<file path="src/rtl/cgw_consts.svh">
/*
 * constants of the colour gain / readout window pixel path: register
 * offsets, field positions, reset values and arithmetic scales.
 * assumes it is included by bare name from the design files.
 */
// Behaviour
// [RULE1] sensor has line a (red/green), line b (green/blue)
// [RULE2] second-line green gain disabled after power-up
// [RULE3] enabled: line a green gets global plus green
// [RULE4] enabled: line b green gets global plus green2
// [RULE5] disabled: all green get global plus green
// [RULE6] enabling loads green2 from green; writes replace it
// [RULE7] green2 returns to default on every power-up
// [RULE8] global gain ceiling lowered by colour extra gains
// [RULE9] colour gain set as dB or raw integer
// [RULE10] only window pixels are transmitted, others dropped
// [RULE11] window is start through start plus length minus one
// [RULE12] one window serves both sensor lines
// [RULE13] software starts window at pixel one or above
// [RULE14] three colour mode start steps 16 or 32
// [RULE15] unprocessed modes start steps 32 or 64
// [RULE16] small sensors: length at least 256, step 32
// [RULE17] large sensor: length at least 2048, step 64; the code takes step 64 in unprocessed mode only, step 32 in the other modes
// [RULE18] start plus length at most line pixels plus one
// [RULE19] standard shading factor at most 1.5
// [RULE20] extended shading factor at most 4.0
// [RULE21] extended shading has coarser coefficient steps
// [RULE22] shading files only loaded into matching variant
// [RULE23] gain setting over 4096 scales pixel values
// [RULE24] software keeps each colour total at most 12 dB
// [RULE25] window pixels leave in ascending order from start
// [RULE26] bad window writes rejected, old window kept
`ifndef CGW_CONSTS_SVH
`define CGW_CONSTS_SVH

// ----------------------------------------------------------------
// register offsets (absolute dB alias sits at raw offset plus 0x40)
// ----------------------------------------------------------------
`define CGW_OFF_GAIN 8'h00
`define CGW_OFF_RED 8'h04
`define CGW_OFF_GREEN 8'h08
`define CGW_OFF_BLUE 8'h0C
`define CGW_OFF_GREEN2 8'h10
`define CGW_OFF_G2EN 8'h14
`define CGW_OFF_WSTART 8'h18
`define CGW_OFF_WLEN 8'h1C
`define CGW_OFF_MODE 8'h20
`define CGW_OFF_STATUS 8'h24
`define CGW_ABS_BIT 6

// ----------------------------------------------------------------
// reset values
// ----------------------------------------------------------------
`define CGW_GAIN_RST 14'h1000
`define CGW_RED_RST 14'h1000
`define CGW_GREEN_RST 14'h1800
`define CGW_BLUE_RST 14'h2000
`define CGW_WSTART_RST 14'h0001
`define CGW_WLEN_RST 14'h0800

// ----------------------------------------------------------------
// arithmetic and limits
// ----------------------------------------------------------------
`define CGW_GAIN_SHIFT 12
`define CGW_GAIN_MIN 14'h0AAB
`define CGW_GAIN_MAX 14'h3FFF
`define CGW_DB_MIN 5'h1D
`define CGW_DB_MAX 5'h0C
`define CGW_SHADE_SHIFT 10
`define CGW_SHADE_ONE 13'h0400
`define CGW_PIX_MAX 12'hFFF
`define CGW_LINE_BASE 15'h0800
`define CGW_LEN_MIN_SMALL 14'h0100
`define CGW_LEN_MIN_LARGE 14'h0800

// ----------------------------------------------------------------
// field positions
// ----------------------------------------------------------------
`define CGW_STAT_REJ_BIT 0
`define CGW_STAT_G2_BIT 1

`endif

</file>
<file path="src/rtl/cgw_pkg.sv">
/*
 * types of the colour gain / readout window pixel path.
 * assumes nothing beyond a SystemVerilog compiler.
 */
package cgw_pkg;

	typedef enum logic [1:0] {
		CGW_LM_THREE_COLOUR,
		CGW_LM_UNPROCESSED,
		CGW_LM_ENHANCED_UNPROCESSED,
		CGW_LM_SINGLE
	} cgw_line_mode_t;

	typedef enum logic [1:0] {
		CGW_SZ_2K,
		CGW_SZ_4K,
		CGW_SZ_8K,
		CGW_SZ_RSVD
	} cgw_size_t;

	typedef enum logic [1:0] {
		CGW_COL_RED,
		CGW_COL_GREEN,
		CGW_COL_BLUE,
		CGW_COL_NONE
	} cgw_colour_t;

	// mode register layout, bit 4 down to bit 0
	typedef struct packed {
		logic extended_range_shading;
		cgw_size_t size;
		cgw_line_mode_t line_mode;
	} cgw_mode_t;

	typedef struct packed {
		logic valid;
		logic sol;
		logic line_b;
		cgw_colour_t colour;
		logic [11:0] data;
		logic [9:0] shade;
	} cgw_pix_in_t;

	typedef struct packed {
		logic valid;
		logic sol;
		logic line_b;
		cgw_colour_t colour;
		logic [11:0] data;
	} cgw_pix_out_t;

endpackage

</file>
<file path="src/rtl/cgw_pixel_path.sv">
/*
 * colour gain, readout window and shading correction for one pixel
 * stream, with its control registers on a plain strobe port.
 * assumes the pixel source runs on clock_in, marks the first pixel of
 * each sensor line with sol, and never stalls; no back-pressure exists.
 */
`timescale 1ns/10ps
`include "cgw_consts.svh"

module cgw_pixel_path (
	input wire logic clock_in,
	input wire logic rst_in,
	input wire logic [7:0] addr_in,
	input wire logic [31:0] wdata_in,
	input wire logic wr_in,
	input wire logic rd_in,
	output logic [31:0] rdata_out,
	input wire cgw_pkg::cgw_pix_in_t pix_in,
	output cgw_pkg::cgw_pix_out_t pix_out
);

	// ------------------------------------------------------------
	// dB to raw setting, whole dB from -3 to +12
	// ------------------------------------------------------------
	function automatic logic [13:0] db_to_raw(input logic [4:0] db);
		logic [13:0] r;
		r = 14'h1000;
		case (db)
			5'h1D: r = 14'h0B54;
			5'h1E: r = 14'h0CB6;
			5'h1F: r = 14'h0E43;
			5'h00: r = 14'h1000;
			5'h01: r = 14'h11F4;
			5'h02: r = 14'h1425;
			5'h03: r = 14'h169A;
			5'h04: r = 14'h195C;
			5'h05: r = 14'h1C74;
			5'h06: r = 14'h1FED;
			5'h07: r = 14'h23D2;
			5'h08: r = 14'h2831;
			5'h09: r = 14'h2D18;
			5'h0A: r = 14'h3299;
			5'h0B: r = 14'h38C5;
			5'h0C: r = 14'h3FB2;
			default: r = 14'h1000;
		endcase
		return r;
	endfunction

	// ------------------------------------------------------------
	// registers
	// ------------------------------------------------------------
	logic [13:0] gain_reg, red_reg, green_reg, blue_reg, green2_reg;
	logic g2en_reg;
	logic [13:0] wstart_reg, wlen_reg;
	cgw_pkg::cgw_mode_t mode_reg;
	logic rej_reg;
	logic [31:0] rdata_reg;

	// ------------------------------------------------------------
	// write decode
	// ------------------------------------------------------------
	wire logic is_abs = addr_in[`CGW_ABS_BIT];
	wire logic [7:0] base_addr = {1'b0, addr_in[6:0]} &
		~(8'h01 << `CGW_ABS_BIT);
	wire logic wr_gain = wr_in && base_addr == `CGW_OFF_GAIN;
	wire logic wr_red = wr_in && base_addr == `CGW_OFF_RED;
	wire logic wr_green = wr_in && base_addr == `CGW_OFF_GREEN;
	wire logic wr_blue = wr_in && base_addr == `CGW_OFF_BLUE;
	wire logic wr_green2 = wr_in && base_addr == `CGW_OFF_GREEN2;
	wire logic wr_g2en = wr_in && !is_abs &&
		addr_in == `CGW_OFF_G2EN;
	wire logic wr_wstart = wr_in && !is_abs &&
		addr_in == `CGW_OFF_WSTART;
	wire logic wr_wlen = wr_in && !is_abs && addr_in == `CGW_OFF_WLEN;
	wire logic wr_mode = wr_in && !is_abs && addr_in == `CGW_OFF_MODE;
	wire logic wr_status = wr_in && !is_abs &&
		addr_in == `CGW_OFF_STATUS;

	// ------------------------------------------------------------
	// gain value from either field
	// ------------------------------------------------------------
	wire logic [4:0] wr_db = wdata_in[4:0];
	wire logic db_ok = $signed(wr_db) >= $signed(`CGW_DB_MIN) &&
		$signed(wr_db) <= $signed(`CGW_DB_MAX);
	wire logic [13:0] wr_raw = wdata_in[13:0];
	wire logic raw_ok = wdata_in[31:14] == 18'h00000 &&
		wr_raw >= `CGW_GAIN_MIN && wr_raw <= `CGW_GAIN_MAX;
	wire logic [13:0] wr_gval = is_abs ? db_to_raw(wr_db) : wr_raw; // [RULE9]
	wire logic gval_ok = is_abs ? db_ok : raw_ok; // [RULE9]

	// ------------------------------------------------------------
	// global gain ceiling against each colour's total
	// ------------------------------------------------------------
	// products compare in the raw domain: adding dB is multiplying
	wire logic [27:0] tot_red = wr_gval * red_reg;
	wire logic [27:0] tot_green = wr_gval * green_reg;
	wire logic [27:0] tot_blue = wr_gval * blue_reg;
	wire logic [27:0] tot_green2 = wr_gval * green2_reg;
	wire logic [27:0] tot_cap = {`CGW_GAIN_MAX, 14'h0000} >> 2;
	wire logic [27:0] tot_lim = tot_cap | 28'h0000FFF;
	wire logic gain_fits = tot_red <= tot_lim && tot_green <= tot_lim &&
		tot_blue <= tot_lim && (!g2en_reg || tot_green2 <= tot_lim); // [RULE8]
	wire logic gain_take = wr_gain && gval_ok && gain_fits; // [RULE8]

	// ------------------------------------------------------------
	// readout window checks
	// ------------------------------------------------------------
	wire logic big_sensor = mode_reg.size == cgw_pkg::CGW_SZ_8K;
	wire logic [14:0] line_pix = `CGW_LINE_BASE << mode_reg.size;
	wire logic three_col =
		mode_reg.line_mode == cgw_pkg::CGW_LM_THREE_COLOUR;
	wire logic [5:0] start_mask = three_col ?
		(big_sensor ? 6'h1F : 6'h0F) : (big_sensor ? 6'h3F : 6'h1F);
	wire logic [5:0] len_mask = big_sensor &&
		mode_reg.line_mode == cgw_pkg::CGW_LM_UNPROCESSED ?
		6'h3F : 6'h1F;
	wire logic [13:0] len_min = big_sensor ?
		`CGW_LEN_MIN_LARGE : `CGW_LEN_MIN_SMALL;

	function automatic logic win_ok(input logic [13:0] st,
		input logic [13:0] ln, input logic [5:0] smask,
		input logic [5:0] lmask, input logic [13:0] lmin,
		input logic [14:0] npix);
		logic [13:0] st_m1;
		logic [14:0] sum;
		st_m1 = st - 14'h0001;
		sum = {1'b0, st} + {1'b0, ln};
		return st != 14'h0000 && (st_m1[5:0] & smask) == 6'h00 &&
			ln >= lmin && (ln[5:0] & lmask) == 6'h00 &&
			sum <= npix + 15'h0001;
	endfunction

	wire logic [13:0] new_start = wr_wstart ? wdata_in[13:0] : wstart_reg;
	wire logic [13:0] new_len = wr_wlen ? wdata_in[13:0] : wlen_reg;
	wire logic win_fit = wdata_in[31:14] == 18'h00000 &&
		win_ok(new_start, new_len, start_mask, len_mask, len_min,
		line_pix); // [RULE26]
	wire logic win_take = (wr_wstart || wr_wlen) && win_fit; // [RULE26]
	wire logic rej_set = ((wr_wstart || wr_wlen) && !win_fit) ||
		(wr_in && is_abs && !gval_ok) || (wr_gain && !gain_take);

	// ------------------------------------------------------------
	// register state
	// ------------------------------------------------------------
	always_ff @(posedge clock_in) begin
		if (rst_in) begin
			gain_reg <= `CGW_GAIN_RST;
			red_reg <= `CGW_RED_RST;
			green_reg <= `CGW_GREEN_RST;
			blue_reg <= `CGW_BLUE_RST;
			green2_reg <= `CGW_GREEN_RST; // [RULE7]
			g2en_reg <= 1'b0; // [RULE2]
			wstart_reg <= `CGW_WSTART_RST;
			wlen_reg <= `CGW_WLEN_RST;
			mode_reg <= '0;
		end else begin
			if (gain_take)
				gain_reg <= wr_gval;
			if (wr_red && gval_ok)
				red_reg <= wr_gval;
			if (wr_green && gval_ok)
				green_reg <= wr_gval;
			if (wr_blue && gval_ok)
				blue_reg <= wr_gval;
			if (wr_g2en && wdata_in[0] && !g2en_reg)
				green2_reg <= green_reg; // [RULE6]
			else if (wr_green2 && gval_ok && g2en_reg)
				green2_reg <= wr_gval; // [RULE6]
			if (wr_g2en)
				g2en_reg <= wdata_in[0];
			if (win_take) begin
				wstart_reg <= new_start; // [RULE11]
				wlen_reg <= new_len; // [RULE11]
			end
			if (wr_mode)
				mode_reg <= wdata_in[4:0];
		end
	end

	// a refused write and a clear in one cycle leave the flag set
	always_ff @(posedge clock_in) begin
		if (rst_in)
			rej_reg <= 1'b0;
		else if (rej_set)
			rej_reg <= 1'b1;
		else if (wr_status && wdata_in[`CGW_STAT_REJ_BIT])
			rej_reg <= 1'b0;
	end

	// ------------------------------------------------------------
	// read back
	// ------------------------------------------------------------
	logic [31:0] rd_mux;
	always_comb begin
		rd_mux = 32'h00000000;
		case (base_addr)
			`CGW_OFF_GAIN: rd_mux = {18'h00000, gain_reg};
			`CGW_OFF_RED: rd_mux = {18'h00000, red_reg};
			`CGW_OFF_GREEN: rd_mux = {18'h00000, green_reg};
			`CGW_OFF_BLUE: rd_mux = {18'h00000, blue_reg};
			`CGW_OFF_GREEN2: rd_mux = {18'h00000, green2_reg};
			`CGW_OFF_G2EN: rd_mux = {31'h00000000, g2en_reg};
			`CGW_OFF_WSTART: rd_mux = {18'h00000, wstart_reg};
			`CGW_OFF_WLEN: rd_mux = {18'h00000, wlen_reg};
			`CGW_OFF_MODE: rd_mux = {27'h0000000, mode_reg};
			`CGW_OFF_STATUS: rd_mux = {30'h00000000, g2en_reg, rej_reg};
			default: rd_mux = 32'h00000000;
		endcase
		if (is_abs && base_addr > `CGW_OFF_GREEN2)
			rd_mux = 32'h00000000;
	end

	always_ff @(posedge clock_in) begin
		if (rst_in)
			rdata_reg <= 32'h00000000;
		else
			rdata_reg <= rd_in ? rd_mux : 32'h00000000;
	end
	assign rdata_out = rdata_reg;

	// ------------------------------------------------------------
	// pixel position and window
	// ------------------------------------------------------------
	// the counter runs from the line start so both lines index alike
	logic [13:0] idx_reg;
	wire logic [13:0] cur_idx = pix_in.sol ? 14'h0001 :
		idx_reg + 14'h0001; // [RULE25]
	wire logic [14:0] win_end = {1'b0, wstart_reg} +
		{1'b0, wlen_reg} - 15'h0001;
	wire logic in_win = cur_idx >= wstart_reg &&
		{1'b0, cur_idx} <= win_end; // [RULE11] [RULE12]
	wire logic first_in_win = cur_idx == wstart_reg;

	always_ff @(posedge clock_in) begin
		if (rst_in)
			idx_reg <= 14'h0000;
		else if (pix_in.valid)
			idx_reg <= cur_idx;
	end

	// ------------------------------------------------------------
	// colour gain selection
	// ------------------------------------------------------------
	wire logic green_b2 = g2en_reg && pix_in.line_b; // [RULE1] [RULE4]
	wire logic [13:0] green_sel = green_b2 ?
		green2_reg : green_reg; // [RULE3] [RULE5]
	wire logic [13:0] col_gain =
		pix_in.colour == cgw_pkg::CGW_COL_RED ? red_reg :
		pix_in.colour == cgw_pkg::CGW_COL_GREEN ? green_sel :
		pix_in.colour == cgw_pkg::CGW_COL_BLUE ? blue_reg :
		`CGW_RED_RST;

	// ------------------------------------------------------------
	// stage one: global gain, keep colour gain and shade factor
	// ------------------------------------------------------------
	wire logic [25:0] g_prod = pix_in.data * gain_reg; // [RULE23]
	// standard: 1 + floor(c/2)/1024, max 1.4990; extended: 1 + 3c/1024, max 3.997
	wire logic [12:0] shade_std = `CGW_SHADE_ONE +
		{4'h0, pix_in.shade[9:1]}; // [RULE19]
	// widened before the product so 3 x 1023 keeps its top bits
	wire logic [12:0] shade_ext = `CGW_SHADE_ONE +
		({3'h0, pix_in.shade} * 13'h0003); // [RULE20] [RULE21]
	wire logic [12:0] shade_f = mode_reg.extended_range_shading ?
		shade_ext : shade_std;

	cgw_pkg::cgw_pix_out_t s1_reg;
	logic [13:0] s1_val_reg, s1_gain_reg;
	logic [12:0] s1_shade_reg;

	always_ff @(posedge clock_in) begin
		if (rst_in)
			s1_reg <= '0;
		else begin
			s1_reg.valid <= pix_in.valid && in_win; // [RULE10]
			s1_reg.sol <= pix_in.valid && first_in_win;
			s1_reg.line_b <= pix_in.line_b;
			s1_reg.colour <= pix_in.colour;
			s1_reg.data <= 12'h000;
		end
	end

	always_ff @(posedge clock_in) begin
		s1_val_reg <= g_prod[25:`CGW_GAIN_SHIFT];
		s1_gain_reg <= col_gain;
		s1_shade_reg <= shade_f;
	end

	// ------------------------------------------------------------
	// stage two: colour gain, shading, saturation
	// ------------------------------------------------------------
	wire logic [27:0] c_prod = s1_val_reg * s1_gain_reg; // [RULE23]
	wire logic [15:0] c_val = c_prod[27:`CGW_GAIN_SHIFT];
	wire logic [28:0] s_prod = c_val * s1_shade_reg;
	wire logic [18:0] s_val = s_prod[28:`CGW_SHADE_SHIFT];
	// global, colour and extended shading factors each reach about 4x, so this clamp takes both gain and shading excess
	wire logic [11:0] sat_val = s_val > 19'({`CGW_PIX_MAX}) ?
		`CGW_PIX_MAX : s_val[11:0];

	always_ff @(posedge clock_in) begin
		if (rst_in)
			pix_out <= '0;
		else begin
			pix_out.valid <= s1_reg.valid; // [RULE10] [RULE25]
			pix_out.sol <= s1_reg.sol;
			pix_out.line_b <= s1_reg.line_b;
			pix_out.colour <= s1_reg.colour;
			pix_out.data <= s1_reg.valid ? sat_val : 12'h000;
		end
	end

endmodule

</file>
<file path="config.mk">
export PLATFORM = sky130hd
export DESIGN_NAME = cgw_pixel_path
export DESIGN_NICKNAME = d
export VERILOG_FILES = /design/src/rtl/cgw_pkg.sv /design/src/rtl/cgw_pixel_path.sv
export VERILOG_INCLUDE_DIRS = /design/src /design/src/rtl
export SDC_FILE = /design/constraint.sdc
export NUM_CORES = 2
export LEC_CHECK = 0
export BUFFER_PORTS_ARGS = -buffer_cell sky130_fd_sc_hd__buf_2
export CORE_MARGIN = 8
export CORE_UTILIZATION = 60
export DETAILED_ROUTE_END_ITERATION = 8
export GPL_TIMING_DRIVEN = 0
export PLACE_DENSITY = 0.8
export SYNTH_ARGS = -nofsm -noshare
export SYNTH_HDL_FRONTEND = slang
export SYNTH_SLANG_ARGS = --single-unit
</file>
<file path="constraint.sdc">
create_clock -name clock_in -period 10.76 [get_ports clock_in]
set_input_delay 2.69 -clock clock_in [delete_from_list [all_inputs] [get_ports clock_in]]
set_output_delay 2.69 -clock clock_in [all_outputs]
set_load 0.05 [all_outputs]
</file>
==> metrics <==
H-tree levels=4; Yosys cell types=83; top-level port count=120; chip width=315 um; count leader, synth=inv_1; Post-Syn Area=53700 um2; Skew-Pair Late Insertion Delay=0.49 ns; Hold WC Path Type=reg -> reg; post-route ant nets=0; RSZ-0062 raised after global routing=yes; max cap viols=0; Die H=315 um; CTS clk-pin slew, worst paths=0.08 ns; cts bufs inserted=17; total grt overflow=0; IO buf count=97; Mapped Cells=~6200; WP data arrival=approximately 12 ns; Mean Syn Cell Area=8.68 um2; Commonest cells post-synth=1153 x inv_1, 979 x fa_1, 869 x nand2_1, 686 x ha_1, 632 x and2_1; worst setup margin=-0.886 ns; Core Util, Final=0.661; Tot GR Track Use=0.330; CP dominant cell by count=fa_1; Initial DRT Pass Iterations=6; pin count of the biggest net entering global routing=20; FMAX=roughly 0.086 GHz; area share of the largest cell type after synthesis=0.365; Max Clock Skew=0.0210 ns; Crit Path Class=reg -> reg; worst-margin pin slew=1.40 ns; # hold bufs at CTS=0; Detailed Place HPWL=130000 um; Syn-to-layout area delta=8.99%; row count=around 110; layout cells sized above 1=0.0870; DR DRC count=0; Starting DRT DRC Count=4205; Largest Register=pix_out; Final nets=8159; fin. max-slew vios=0; async set-reset flop share out of synthesis=0; # fillers=7012; Tcrit/Tclk final=1.08; Vias/cell=5.90; cell area after layout=58600 um2; crit-path max FO=10; Starting Density=0.606; CP max stage cell=fa_1; failing checks=negative setup slack; status=finished with violations; Placed Area=56100 um2; gp weighted congestion=between 1 and 1.5; Post-synth EDFFs=0; YS warnings=0; Main synth FF type=dfxtp_1; WL final=161000 um; CTS tree=yes; via count=44900; CTS max path bufs=2; Final setup violation count=12; Fin. Hold Viols=0; slew margin rel.=0.0426; Core Footprint=88600 um2; Worst Setup Start Kind=flip-flop; root buffer cell=clkbuf_16; Tmin final=11.65 ns; post-synth top area cell=fa_1; worst endpoint required time=11.10 ns; synth top area cells=fa_1 36%, ha_1 16%, inv_1 8.1%, and2_1 7.4%, dfxtp_1 7.3%; vias in the first global route=roughly 47000; Die ar.=about 100000 um2; initial antenna violation count=15; register area share after synthesis=0.0730; max incr delay on CP=approximately 0.57 ns; CTS sink cnt=196; pre-CTS setup slack=-3.13 ns; Avg WL per Cell=about 21 um; first-pass GRT wire length=257000 um; #FFs+latches synth=196; max reg flops=17; Setup crit end kind=flip-flop
logic make-up after synthesis:
group / Yosys count / synth area share
mux: 102 / 0.0207
simple gates: 2021 / 0.185
flops: 196 / 0.0730
buf+inv: 1498 / 0.106
xor+xnor: 94 / 0.0153
other cells: 1 / 0.0000698
compound gates: 614 / 0.0756
fa+ha+maj: 1665 / 0.524
routing by layer:
layer | GRT usage | share of wire | vias to the layer above
met5 | 0 | 0.00048 | -
met4 | 0.159 | 0.061 | 12
met3 | 0.0955 | 0.12 | 629
met2 | 0.514 | 0.44 | 2552
met1 | 0.421 | 0.38 | 22100
li1 | - | - | 19700
worst paths after layout:
path                            depth (start not counted)           from     endpoint  slack [ns]
worst max-delay path                                   41  s1_val_reg[5]   pix_out[3]       -0.89
worst min-delay path                                    1     s1_reg[15]  pix_out[15]        0.44
worst max register to register                         41  s1_val_reg[5]   pix_out[3]       -0.89
worst min register to register                          1     s1_reg[15]  pix_out[15]        0.44
critical path, delay by kind of cell, from the launching register on:
| kind | cells | cell delay [ns] |
|---|---|---|
| flip-flops | 1 | 0.37 |
| buffers and inverters | 10 | 1.15 |
| adder cells (fa/ha/maj) | 13 | 5.69 |
| AO/OA/AOI/OAI | 11 | 2.35 |
| AND/OR/NAND/NOR | 7 | 1.92 |
per-stage QoR:
stage | std cells | TNS, ns | hold slack (ns)
3_3_place_gp | 7470 | -69.02 | 0.424
6_report | 7609 | -9.94 | 0.444
2_1_floorplan | 6208 | -0.496 | 0.414
3_5_place_dp | 7471 | -65.88 | 0.428
4_1_cts | 7596 | -7.36 | 0.446
5_1_grt | 7603 | -14.29 | 0.467
cells in the final DEF, fill, tap and decap left out, types with 39 or more instances in the layout:
cell type,instances
a21o_1,75
a21oi_1,127
and2_1,623
buf_2,103
buf_4,127
clkbuf_1,202
clkbuf_2,44
dfxtp_1,182
fa_1,971
ha_1,665
inv_1,1144
mux2i_1,73
nand2_1,866
nand3_1,79
nor2_1,195
nor3_1,39
o21ai_0,125
xnor2_1,59
layout make-up:
class / count / area [um2] / area share
inverters: 1154 / 4340 / 0.0740
well taps: 1165 / 1460 / 0.0249
plain buffers: 338 / 1810 / 0.0309
clock buffers: 18 / 429 / 0.00733
repair buffers: 202 / 1340 / 0.0228
flip-flops and latches: 196 / 3950 / 0.0675
multi-input cells: 4514 / 45100 / 0.770
clock inverters: 14 / 134 / 0.00229
diodes: 8 / 20.0 / 0.000342
what timing repair did:
action | 4_1_cts | 5_1_grt
gates cloned | 1 | 0
pin swaps | 71 | 41
setup endpoints to repair | 27 | 27
buffers inserted | 95 | 9
gates resized for setup | 232 | 133
Power is not shown: default switching activity piles up to over one toggle a cycle in this logic, so the estimate is an artifact.
